$ cat src/ddc_defines.svh
// Constants for the rank command front end
`ifndef DDC_DEFINES_SVH
`define DDC_DEFINES_SVH
// Read latency range, in clock cycles
`define DDC_CL_MIN 5'h0e
`define DDC_CL_MAX 5'h16
// Beats of a full and a chopped burst
`define DDC_LEN_BL8 4'h8
`define DDC_LEN_BC4 4'h4
// Read inversion when more zeros than this in a byte
`define DDC_DBI_LIMIT 4'h4
// Open-bank map after reset
`define DDC_BANK_RST 16'h0000
// Address bit positions with extra meaning
`define DDC_A_AP 10
`define DDC_A_BC 12
`endif

$ cat src/ddc_pkg.sv
// Types for the rank command front end
package ddc_pkg;
   typedef enum logic [3:0] {
      DDC_CMD_NONE, DDC_CMD_ACT, DDC_CMD_MRS, DDC_CMD_REF, DDC_CMD_PRE,
      DDC_CMD_RFU, DDC_CMD_WR, DDC_CMD_RD, DDC_CMD_ZQC, DDC_CMD_NOP,
      DDC_CMD_SRE
   } ddc_cmd_t;
   typedef enum logic [1:0] {
      DDC_PWR_ON, DDC_PWR_PPD, DDC_PWR_APD, DDC_PWR_SREF
   } ddc_pwr_t;
endpackage : ddc_pkg

$ cat src/ddc_front.sv
// Command decode, power state, termination and data mask path of one rank
// Function
// - Sample all address and control pins on the rising clock edge.
// - CKE high keeps clocks, buffers, drivers on; CKE low stops clocks and drivers.
// - CKE low: idle gives precharge power-down or self-refresh; open row active.
// - Self-refresh exit on CKE rise is seen without the clock.
// - Power-down keeps clock, ODT, CKE buffers; self-refresh keeps only CKE.
// - Commands with chip select high are ignored.
// - Chip select is part of the command and selects this rank.
// - Registered ODT high enables termination, plus TDQS when enabled.
// - ODT input is ignored when nominal termination is disabled.
// - ACT_n low with chip select is activate; RAS/CAS/WE become A16-A14.
// - ACT_n high: RAS/CAS/WE form read, write and other commands.
// - Write beats with mask sampled low are not stored.
// - Mode register 5 picks mask or inversion on the shared pin.
// - On x8 the TDQS enable bit picks mask pin or termination strobe.
// - Inversion flag low means the byte is inverted, reads and writes.
// - Bank group bits pick the group; x16 uses only BG0.
// - On mode register set, BG0 and bank address pick the register.
// - Each read or write chooses full or chopped burst.
// - Read latency programmable from 14 to 22 cycles.
// - Reset puts all internal state into a known condition.
// - A12 high on read or write is full burst, low chopped.
// - A10 requests auto-precharge, or all-bank precharge on precharge.
`timescale 1ns/10ps
`include "ddc_defines.svh"
module ddc_front
   import ddc_pkg::*;
#(
   parameter int CL_MAX = 22
)
(
   input wire logic i_mclk,
   input wire logic i_rst_n,
   input wire logic i_cke,
   input wire logic i_cs_n,
   input wire logic i_act_n,
   input wire logic i_ras_n,
   input wire logic i_cas_n,
   input wire logic i_we_n,
   input wire logic [1:0] i_bg,
   input wire logic [1:0] i_ba,
   input wire logic [13:0] i_addr,
   input wire logic i_odt,
   input wire logic i_x16,
   input wire logic i_rtt_nom_en,
   input wire logic i_tdqs_en,
   input wire logic i_mr5_dm_en,
   input wire logic i_mr5_wdbi_en,
   input wire logic i_mr5_rdbi_en,
   input wire logic [4:0] i_cl,
   input wire logic i_wr_beat,
   input wire logic [7:0] i_wr_dq,
   input wire logic i_dm_dbi_n,
   input wire logic [7:0] i_rd_core,
   output ddc_cmd_t o_cmd,
   output logic o_cmd_valid,
   output logic [1:0] o_bg,
   output logic [1:0] o_ba,
   output logic [16:0] o_row,
   output logic [9:0] o_col,
   output logic o_auto_pre,
   output logic o_burst_chop,
   output logic o_pre_all,
   output logic [2:0] o_mr_sel,
   output logic [15:0] o_bank_open,
   output ddc_pwr_t o_pwr_state,
   output logic o_int_clk_en,
   output logic o_drv_en,
   output logic o_cmd_buf_en,
   output logic o_ck_buf_en,
   output logic o_odt_buf_en,
   output logic o_sr_exit,
   output logic o_odt_term,
   output logic o_tdqs_term,
   output logic o_wr_store,
   output logic [7:0] o_wr_data,
   output logic o_rd_valid,
   output logic [7:0] o_rd_dq,
   output logic o_rd_dbi_n
);

   // ==========================================================
   // Functions
   function automatic ddc_cmd_t ddc_decode(input logic act_n, input logic [2:0] rcw);
      ddc_cmd_t c;
      c = DDC_CMD_NONE;
      if (!act_n)
         c = DDC_CMD_ACT;
      else
      begin
         case (rcw)
            3'h0: c = DDC_CMD_MRS;
            3'h1: c = DDC_CMD_REF;
            3'h2: c = DDC_CMD_PRE;
            3'h3: c = DDC_CMD_RFU;
            3'h4: c = DDC_CMD_WR;
            3'h5: c = DDC_CMD_RD;
            3'h6: c = DDC_CMD_ZQC;
            default: c = DDC_CMD_NOP;
         endcase
      end
      return c;
   endfunction : ddc_decode

   function automatic logic [3:0] ddc_bank(input logic x16, input logic [1:0] bg,
                                           input logic [1:0] ba);
      return {bg[1] & ~x16, bg[0], ba};
   endfunction : ddc_bank

   function automatic logic [3:0] ddc_zeros(input logic [7:0] d);
      logic [3:0] n;
      n = 4'h0;
      for (int i = 0; i < 8; i++)
         n = n + {3'h0, ~d[i]};
      return n;
   endfunction : ddc_zeros

   // ==========================================================
   // Reset release
   logic [1:0] rst_sync_reg;
   logic rst_n;

   always_ff @(posedge i_mclk or negedge i_rst_n)
   begin
      if (!i_rst_n)
         rst_sync_reg <= 2'h0;
      else
         rst_sync_reg <= {rst_sync_reg[0], 1'b1};
   end
   assign rst_n = rst_sync_reg[1];

   // ==========================================================
   // Command decode
   ddc_pwr_t pwr_reg;
   ddc_pwr_t pwr_next;
   logic cke_reg;
   logic [15:0] bank_open_reg;
   ddc_cmd_t cmd_dec;
   logic cmd_ok;
   logic cke_fall;
   logic sre_go;
   logic rd_go;
   logic wr_go;
   logic [3:0] bank_idx;

   assign cmd_dec = ddc_decode(i_act_n, {i_ras_n, i_cas_n, i_we_n});
   assign cke_fall = cke_reg & ~i_cke;
   // Commands need CKE high on this and the previous edge
   assign cmd_ok = (pwr_reg == DDC_PWR_ON) && cke_reg && i_cke && !i_cs_n;
   assign sre_go = (pwr_reg == DDC_PWR_ON) && cke_fall && !i_cs_n && cmd_dec == DDC_CMD_REF;
   assign rd_go = cmd_ok && cmd_dec == DDC_CMD_RD;
   assign wr_go = cmd_ok && cmd_dec == DDC_CMD_WR;
   assign bank_idx = ddc_bank(i_x16, i_bg, i_ba);

   always_ff @(posedge i_mclk or negedge rst_n)
   begin
      if (!rst_n)
      begin
         o_cmd <= DDC_CMD_NONE;
         o_cmd_valid <= 1'b0;
         o_bg <= 2'h0;
         o_ba <= 2'h0;
         o_row <= 17'h0;
         o_col <= 10'h0;
         o_auto_pre <= 1'b0;
         o_burst_chop <= 1'b0;
         o_pre_all <= 1'b0;
         o_mr_sel <= 3'h0;
      end
      else
      begin
         // Unsupported and empty encodings stay invisible
         o_cmd_valid <= sre_go || (cmd_ok && cmd_dec != DDC_CMD_RFU
                        && cmd_dec != DDC_CMD_NOP);
         o_cmd <= sre_go ? DDC_CMD_SRE : cmd_dec;
         o_bg <= {i_bg[1] & ~i_x16, i_bg[0]};
         o_ba <= i_ba;
         o_row <= {i_ras_n, i_cas_n, i_we_n, i_addr};
         o_col <= i_addr[9:0];
         o_auto_pre <= i_addr[`DDC_A_AP] && (rd_go || wr_go);
         o_pre_all <= i_addr[`DDC_A_AP] && cmd_ok && cmd_dec == DDC_CMD_PRE;
         o_burst_chop <= !i_addr[`DDC_A_BC] && (rd_go || wr_go);
         o_mr_sel <= {i_bg[0], i_ba};
      end
   end

   // ==========================================================
   // Open-bank tracking
   always_ff @(posedge i_mclk or negedge rst_n)
   begin
      if (!rst_n)
         bank_open_reg <= `DDC_BANK_RST;
      else if (cmd_ok && cmd_dec == DDC_CMD_ACT)
         bank_open_reg[bank_idx] <= 1'b1;
      else if (cmd_ok && cmd_dec == DDC_CMD_PRE && i_addr[`DDC_A_AP])
         bank_open_reg <= `DDC_BANK_RST;
      else if ((cmd_ok && cmd_dec == DDC_CMD_PRE)
               || ((rd_go || wr_go) && i_addr[`DDC_A_AP]))
         bank_open_reg[bank_idx] <= 1'b0;
   end
   assign o_bank_open = bank_open_reg;

   // ==========================================================
   // Power state
   always_comb
   begin
      pwr_next = pwr_reg;
      case (pwr_reg)
         DDC_PWR_ON:
            if (sre_go)
               pwr_next = DDC_PWR_SREF;
            else if (cke_fall)
               pwr_next = (|bank_open_reg) ? DDC_PWR_APD : DDC_PWR_PPD;
         DDC_PWR_PPD, DDC_PWR_APD:
            if (i_cke)
               pwr_next = DDC_PWR_ON;
         DDC_PWR_SREF:
            if (i_cke)
               pwr_next = DDC_PWR_ON;
         default:
            pwr_next = DDC_PWR_ON;
      endcase
   end

   always_ff @(posedge i_mclk or negedge rst_n)
   begin
      if (!rst_n)
      begin
         pwr_reg <= DDC_PWR_ON;
         cke_reg <= 1'b0;
      end
      else
      begin
         pwr_reg <= pwr_next;
         cke_reg <= i_cke;
      end
   end

   assign o_pwr_state = pwr_reg;
   assign o_int_clk_en = rst_n && i_cke;
   assign o_drv_en = rst_n && i_cke;
   assign o_cmd_buf_en = (pwr_reg == DDC_PWR_ON);
   assign o_ck_buf_en = (pwr_reg != DDC_PWR_SREF);
   assign o_odt_buf_en = (pwr_reg != DDC_PWR_SREF);
   // Combinational so the wake is seen while the clock is stopped
   assign o_sr_exit = (pwr_reg == DDC_PWR_SREF) && i_cke;

   // ==========================================================
   // Termination
   logic tdqs_on;
   assign tdqs_on = i_tdqs_en && !i_x16;

   always_ff @(posedge i_mclk or negedge rst_n)
   begin
      if (!rst_n)
      begin
         o_odt_term <= 1'b0;
         o_tdqs_term <= 1'b0;
      end
      else
      begin
         o_odt_term <= i_odt && i_rtt_nom_en && o_odt_buf_en;
         o_tdqs_term <= i_odt && i_rtt_nom_en && o_odt_buf_en && tdqs_on;
      end
   end

   // ==========================================================
   // Write data path
   logic [3:0] wr_left_reg;
   logic dm_mode;
   logic wdbi_mode;
   logic wr_take;

   // Mask wins over inversion if both are set; TDQS disables both
   assign dm_mode = i_mr5_dm_en && !tdqs_on;
   assign wdbi_mode = i_mr5_wdbi_en && !i_mr5_dm_en && !tdqs_on;
   assign wr_take = i_wr_beat && wr_left_reg != 4'h0;

   always_ff @(posedge i_mclk or negedge rst_n)
   begin
      if (!rst_n)
         wr_left_reg <= 4'h0;
      else if (wr_go)
         wr_left_reg <= i_addr[`DDC_A_BC] ? `DDC_LEN_BL8 : `DDC_LEN_BC4;
      else if (wr_take)
         wr_left_reg <= wr_left_reg - 4'h1;
   end

   always_ff @(posedge i_mclk or negedge rst_n)
   begin
      if (!rst_n)
      begin
         o_wr_store <= 1'b0;
         o_wr_data <= 8'h0;
      end
      else
      begin
         o_wr_store <= wr_take && !(dm_mode && !i_dm_dbi_n);
         o_wr_data <= (wdbi_mode && !i_dm_dbi_n) ? ~i_wr_dq : i_wr_dq;
      end
   end

   // ==========================================================
   // Read latency and data
   logic [CL_MAX-1:0] rd_pipe_reg;
   logic [CL_MAX-1:0] bc_pipe_reg;
   logic [4:0] cl_eff;
   logic [3:0] rd_left_reg;
   logic rd_start;
   logic rd_beat;
   logic rdbi_inv;

   // Out-of-range latency settings are clamped to the legal range
   assign cl_eff = (i_cl < `DDC_CL_MIN) ? `DDC_CL_MIN :
                   (i_cl > `DDC_CL_MAX) ? `DDC_CL_MAX : i_cl;
   assign rd_start = rd_pipe_reg[cl_eff - 5'h1];
   assign rd_beat = rd_start || rd_left_reg > 4'h1;
   assign rdbi_inv = i_mr5_rdbi_en && !tdqs_on && ddc_zeros(i_rd_core) > `DDC_DBI_LIMIT;

   always_ff @(posedge i_mclk or negedge rst_n)
   begin
      if (!rst_n)
      begin
         rd_pipe_reg <= '0;
         bc_pipe_reg <= '0;
         rd_left_reg <= 4'h0;
      end
      else
      begin
         rd_pipe_reg <= {rd_pipe_reg[CL_MAX-2:0], rd_go};
         bc_pipe_reg <= {bc_pipe_reg[CL_MAX-2:0], rd_go && !i_addr[`DDC_A_BC]};
         if (rd_start)
            rd_left_reg <= bc_pipe_reg[cl_eff - 5'h1] ? `DDC_LEN_BC4 : `DDC_LEN_BL8;
         else if (rd_left_reg != 4'h0)
            rd_left_reg <= rd_left_reg - 4'h1;
      end
   end

   always_ff @(posedge i_mclk or negedge rst_n)
   begin
      if (!rst_n)
      begin
         o_rd_valid <= 1'b0;
         o_rd_dq <= 8'h0;
         o_rd_dbi_n <= 1'b1;
      end
      else
      begin
         o_rd_valid <= rd_beat;
         o_rd_dq <= rdbi_inv ? ~i_rd_core : i_rd_core;
         o_rd_dbi_n <= !rdbi_inv;
      end
   end

   // ==========================================================
   // Checks
   a_cs_mask: assert property (@(posedge i_mclk) disable iff (!rst_n)
      i_cs_n |=> !o_cmd_valid) else $error("command taken with chip select high");
   a_act_rows: assert property (@(posedge i_mclk) disable iff (!rst_n)
      (cmd_ok && !i_act_n) |=> o_cmd == DDC_CMD_ACT && o_cmd_valid
      && o_row[16] == $past(i_ras_n) && o_row[15] == $past(i_cas_n)
      && o_row[14] == $past(i_we_n))
      else $error("activate decode wrong");
   a_rd_decode: assert property (@(posedge i_mclk) disable iff (!rst_n)
      (cmd_ok && i_act_n && i_ras_n && !i_cas_n && i_we_n) |=> o_cmd == DDC_CMD_RD)
      else $error("read decode wrong");
   a_rd_min_lat: assert property (@(posedge i_mclk) disable iff (!rst_n)
      (rd_go && cl_eff == `DDC_CL_MIN) |-> ##15 o_rd_valid) else $error("read latency 14 missed");
   a_rd_max_lat: assert property (@(posedge i_mclk) disable iff (!rst_n)
      (rd_go && cl_eff == `DDC_CL_MAX) |-> ##23 o_rd_valid) else $error("read latency 22 missed");
   a_sref_entry: assert property (@(posedge i_mclk) disable iff (!rst_n)
      sre_go |=> pwr_reg == DDC_PWR_SREF ##1 (pwr_reg == DDC_PWR_SREF || $past(i_cke)))
      else $error("self-refresh not entered");
   a_apd_entry: assert property (@(posedge i_mclk) disable iff (!rst_n)
      ((pwr_reg == DDC_PWR_ON) && cke_fall && i_cs_n && |bank_open_reg)
      |=> pwr_reg == DDC_PWR_APD && !o_cmd_buf_en && o_ck_buf_en)
      else $error("active power-down not entered");
   a_dm_block: assert property (@(posedge i_mclk) disable iff (!rst_n)
      (wr_take && dm_mode && !i_dm_dbi_n) |=> !o_wr_store) else $error("masked beat stored");
   a_odt_off: assert property (@(posedge i_mclk) disable iff (!rst_n)
      !i_rtt_nom_en |=> !o_odt_term && !o_tdqs_term) else $error("ODT used while disabled");
   a_wr_invert: assert property (@(posedge i_mclk) disable iff (!rst_n)
      (wr_take && wdbi_mode && !i_dm_dbi_n) |=> o_wr_store && o_wr_data == ~$past(i_wr_dq))
      else $error("write inversion wrong");
   a_pre_all: assert property (@(posedge i_mclk) disable iff (!rst_n)
      (cmd_ok && cmd_dec == DDC_CMD_PRE && i_addr[`DDC_A_AP])
      |=> bank_open_reg == `DDC_BANK_RST && o_pre_all)
      else $error("precharge all left a bank open");
   a_chop_len: assert property (@(posedge i_mclk) disable iff (!rst_n)
      (wr_go && !i_addr[`DDC_A_BC]) |=> wr_left_reg == `DDC_LEN_BC4 && o_burst_chop)
      else $error("chopped write length wrong");
endmodule : ddc_front

$ cat config.mk
export PLATFORM = sky130hd
export DESIGN_NAME = ddc_front
export DESIGN_NICKNAME = d
export VERILOG_FILES = /design/src/ddc_pkg.sv /design/src/ddc_front.sv
export VERILOG_INCLUDE_DIRS = /design/src
export SDC_FILE = /design/constraint.sdc
export NUM_CORES = 1
export LEC_CHECK = 0
export ABC_AREA = 1
export BUFFER_PORTS_ARGS = -buffer_cell sky130_fd_sc_hd__buf_4
export CAP_MARGIN = 15
export CORE_ASPECT_RATIO = 0.75
export CORE_MARGIN = 2
export CORE_UTILIZATION = 45
export CTS_CLUSTER_DIAMETER = 30
export CTS_CLUSTER_SIZE = 8
export DETAILED_ROUTE_END_ITERATION = 10
export PLACE_DENSITY = 0.82
export REMOVE_ABC_BUFFERS = 1
export SLEW_MARGIN = 20
export SYNTH_ARGS = -nofsm -noshare
export SYNTH_HDL_FRONTEND = slang
export SYNTH_SLANG_ARGS = --single-unit
$ cat constraint.sdc
create_clock -name i_mclk -period 3.8 [get_ports i_mclk]
set_input_delay 0.38 -clock i_mclk [delete_from_list [all_inputs] [get_ports i_mclk]]
set_output_delay 0.38 -clock i_mclk [all_outputs]
set_load 0.005 [all_outputs]
## Word-level counts from Yosys, hierarchy flattened

Index checks and enable logic that the tools add are counted.
Widths: inputs -> output; s select.

| storage, ports and cells | value |
|---|---|
| flip-flop bits (word level) | 136 |
| bits of input ports | 56 |
| logic and storage cells | 161 |

| operators by class | value |
|---|---|
| add/subtract/negate cells | 10 |
| $lt $le $gt $ge | 7 |
| eq/ne operators | 19 |
| multiplexer cells | 27 |
| bitwise gates (word level) | 17 |
| reductions and logical operators | 56 |

Operator list:

| cell | count |
|---|---|
| $mux 16 | 3 |
| $logic_and 1x1->1 | 34 |
| $mux 4 | 8 |
| $pmux 4 s7 | 1 |
| $add 4x1->4 | 4 |
| $and 16x16->16 | 1 |
| $mux 8 | 2 |
| $not 16->16 | 1 |
| $not 8->8 | 2 |
| $or 16x16->16 | 1 |
| $reduce_or 16->1 | 1 |
| $eq 4x3->1 const B | 3 |
| $bmux 1 s5 | 2 |
| $mux 5 | 2 |
| $not 1->1 | 10 |
| $eq 3x3->1 const B | 3 |
| $logic_not 1->1 | 8 |
| $mux 2 | 4 |
| $reduce_bool 4->1 | 2 |
| $sub 4x1->4 const B | 2 |
| $eq 3x2->1 const B | 2 |
| $lt 5x6->1 const B | 1 |
| $gt 5x5->1 const B | 1 |
| $lt 4x5->1 const B | 1 |
| 29 further kinds | 37 |

## Longest topological paths before layout

| depth | value |
|---|---|
| depth after elaboration | 11 |
| mapped depth | 18 |

## Least setup slack after synthesis

No wires, ideal clock.

| timing path | value |
|---|---|
| path type | reg-to-output |
| start point | register rst_sync_reg[1] |
| end point | output port o_int_clk_en |
| arrival | 3.340 ns |
| required time | 3.420 ns |
| path slack | 0.080 ns |
| stages on the path, launching flop included | 4 |
| path buffers | 1 |
| cell sequence | dfrtp_1 -> nand2_1 -> inv_1 -> buf_4 |

| between the ends | value |
|---|---|
| cells in the longest elaborated chain, start to end | 1 |

Ends and longest elaborated chain:

| what | line | RTL |
|---|---|---|
| from (decl) | ddc_front.sv:121 | `logic [1:0] rst_sync_reg;` |
| from (signal assigned) | ddc_front.sv:129 | `rst_sync_reg <= {rst_sync_reg[0], 1'b1};` |
| $logic_and 1x1->1 | n/a |  |
| to (decl) | ddc_front.sv:68 | `output logic o_int_clk_en,` |

Every way passes these cells.

## Worst setup path in the final report

| timing path | value |
|---|---|
| start point | input port i_rd_core[6] |
| end point | register o_rd_dq[5] |

| between the ends | value |
|---|---|
| cells in the longest elaborated chain, start to end | 6 |

Ends and longest elaborated chain:

| what | line | RTL |
|---|---|---|
| from (decl) | ddc_front.sv:55 | `input wire logic [7:0] i_rd_core,` |
| $not 1->1 | ddc_front.sv:115 | `n = n + {3'h0, ~d[i]};` |
| $add 4x1->4 (2 in series) | ddc_front.sv:115 |  |
| $gt 4x3->1 (no line) | n/a |  |
| $logic_and 1x1->1 (no line) | n/a |  |
| $mux 8 | ddc_front.sv:351 | `o_rd_dq <= rdbi_inv ? ~i_rd_core : i_rd_core;` |
| to (signal assigned) | ddc_front.sv:351 |  |
| to (decl) | ddc_front.sv:79 | `output logic [7:0] o_rd_dq,` |

Every way passes these cells.
A chain may end at the register's enable or synchronous reset.

==> impl_metrics.json <==
{
  "hpwl_mm": 8.39,
  "area_delta_synth_final_pct": 32.2,
  "fin_nets": 739,
  "relSlewSlack_pct": 50.5,
  "cp.depth": 12,
  "holdCritStartpoint": "i_addr[6]",
  "maxCapViolations": 0,
  "vdd_drop_max_mv": 0.366,
  "clock_sinks": 123,
  "clkTransAtPathRegs_ns": 0.06,
  "cpMostUsedCell": "fa_1",
  "r2r-start": "o_pwr_state[1]",
  "pwr-share-clk_pct": 41.7,
  "synth-adder-area-share_pct": 3.39,
  "cts_buffers": 17,
  "path_max_fanout": 9,
  "outcome": "finished, final reports clean",
  "synth_top_area_share_pct": 57.4,
  "gp_congestion": 0.853,
  "clock_skew_ns": 0.00968,
  "postSynth.asyncResetShare_pct": 100,
  "initial_utilization_pct": 46.0,
  "grt_pass1_wl_mm": 20.1,
  "ant_nets": 0,
  "hp-class": "primary input to flip-flop",
  "worst_pin_slew_ns": 0.739,
  "synth-seq-cells": 123,
  "p_leak_nw": 3.61,
  "critical_path_class": "primary input to flip-flop",
  "synth_area_mm2": 0.00532,
  "portBuffers": 142,
  "synth_top_family_by_area": "simple AND/OR/NAND/NOR gates",
  "die_y_um": 98.2,
  "ys_seq_area_share_pct": 57.9,
  "timing.final.crit_share_pct": 89.3,
  "vias": 4195,
  "final_common_cell": "buf_4",
  "r2r_slack_ns": 1.53,
  "coreArea_mm2": 0.0116,
  "ys_types": 41,
  "power_density_mw_per_mm2": 537,
  "hold_path_depth": 1,
  "synth_edf_count": 0,
  "grt-ovfl-total": 0,
  "cp.required_ns": 4.05,
  "grt_max_degree": 60,
  "path_cells": "buf_4 -> fa_1 -> inv_1 -> fa_1 -> fa_1 -> ha_1 -> inv_1 -> fa_1 -> xor2_1 -> o22ai_1 -> nand3_1 -> xor2_1",
  "cp_slowest_cell": "fa_1",
  "antenna_found_initial": 0,
  "routed_wl_mm": 12.1,
  "synth_area_per_cell_um2": 9.98,
  "finalCriticalPeriod_ns": 3.39,
  "drt_iter0_markers": 292,
  "yosysWarningCount": 0,
  "p_sw_w": 0.00103,
  "yosys.area.top_type": "dfrtp_1",
  "ctsLongestPathBuffers": 2,
  "fp.dieW_um": 130,
  "fin_hold_ws_ns": 0.0821,
  "num_rows": 34,
  "rsz0062_at_grt": "false",
  "firstDrtPassIters": 5,
  "htreeDepth": 4,
  "hold-path-endpoint": "o_col[6]",
  "yosys.area_share.simple_pct": 17.6,
  "diodes": 0,
  "synthTopCellsByArea": "dfrtp_1, nand3_1, inv_1, nand2_1, buf_4",
  "grtUsageTotal_pct": 20.1,
  "post_cts_resize_count": 0,
  "fmaxAchievable_mhz": 295,
  "combPwrFrac_pct": 18.3,
  "finalHoldViolCount": 0,
  "cts_hold_buf": 1,
  "cp-start-kind": "primary input",
  "synth_xor_area_share_pct": 3.29,
  "path_buf_inv": 3,
  "dieArea_mm2": 0.0127,
  "swShare_pct": 27.3,
  "insertion_delay_ns": 0.41,
  "power_w": 0.00378,
  "arrival_ns": 3.65,
  "drc": 0,
  "final_cell_mix": "buf_4, dfrtp_1, inv_1, nand3_1, nand2_1",
  "slew_violations": 0,
  "setup_viol": 0,
  "ioPinCount": 143,
  "slowest_delay_ns": 0.53,
  "netlist_instances": 533,
  "p_int_w": 0.00275,
  "grt_pass1_vias": 4216,
  "num-fill-cells": 976,
  "crit_family": "adder cells",
  "drive_above_1_share_pct": 29.1,
  "synth_compound_area_share_pct": 7.22,
  "synth_ff_type": "dfrtp_1",
  "rr_worst_depth": 7,
  "post_cts_buffers": 0,
  "r2r_end": "o_bank_open[10]",
  "share_seq_of_total_power_pct": 40.1,
  "cts_root_buf": "clkbuf_16",
  "cts_tree": "yes",
  "via_per_inst": 4.96,
  "muxShareOfSynthArea_pct": 0,
  "cp-end-kind": "flip-flop",
  "wl_per_cell_um": 14.3
}
[cell families (layout without fill, tap and decap cells)]
family / after synthesis / count (layout)
and+or+nand+nor: 197 / 197
xor gates and xnor gates: 20 / 20
adders and majority gates: 12 / 12
buffers and inverters: 126 / 277
DFF: 123 / 123
other: 1 / 1
AOI/OAI and AO/OA: 54 / 54
[through the flow]
step	setup slack [ns]	util [%]	setup TNS, ns	std cells	instance area, um2
6_report	0.405	60.8	0	846	7040
5_1_grt	0.209	60.8	0	846	7040
4_1_cts	0.397	60.7	0	846	7030
3_5_place_dp	-0.0147	55.6	-0.0260	813	6430
3_3_place_gp	0.102	55.6	0	813	6430
2_1_floorplan	0.101	-	0	504	5120
[worst max-delay path by stage]
stage | end | from
finish | o_rd_dq[5] | i_rd_core[6]
global route | o_rd_dq[7] | i_rd_core[6]
CTS | o_rd_dq[5] | i_rd_core[6]
detailed placement | o_rd_dq[5] | i_rd_core[6]
global placement | o_rd_dq[3] | i_rd_core[6]
floorplan | bc_pipe_reg[0] | rst_sync_reg[1]
[power by group through the flow]
stage          clock network [W]  logic, W  registers, W
2_1_floorplan                  0  0.000364       0.00155
3_3_place_gp                   0  0.000651       0.00153
3_5_place_dp                   0  0.000686       0.00153
4_1_cts                  0.00160  0.000694       0.00151
5_1_grt                  0.00167  0.000777       0.00153
6_report                 0.00158  0.000690       0.00151
[synth_stat cells (2+ instances only)]
cell type and count:
nand2_2 5, nor4_1 3, inv_1 90, nor3_1 4, nand3_1 69, clkbuf_1 5
nand2_1 60, buf_4 19, o21ai_0 16, fa_1 4, nor2_1 33, inv_2 6
buf_6 2, o31ai_1 4, dfrtp_1 122, a21oi_1 7, a32oi_1 16, nand3b_1 10
nand2_4 2, xnor2_1 11, xor2_1 9, buf_2 3, ha_1 8, nand4_1 8
[final cells by class]
class	count	area, um2	area share [%]
timing repair buffer	148	1110	15.8
multi-input combinational	284	1690	24.0
clock inverter	14	146	2.08
clock buffer	18	439	6.24
tap	162	203	2.88
sequential	123	3080	43.8
inverter	97	364	5.18
[per-layer routing]
metal,GRT usage [%],vias to the layer above,share of wire (%)
met4,4.71,0,1.0
met2,32.3,150,48
met5,0,-,0
met1,27.1,2040,44
li1,-,1992,-
met3,6.03,13,7.0
Note: power is estimated with default switching activity, not from simulation.
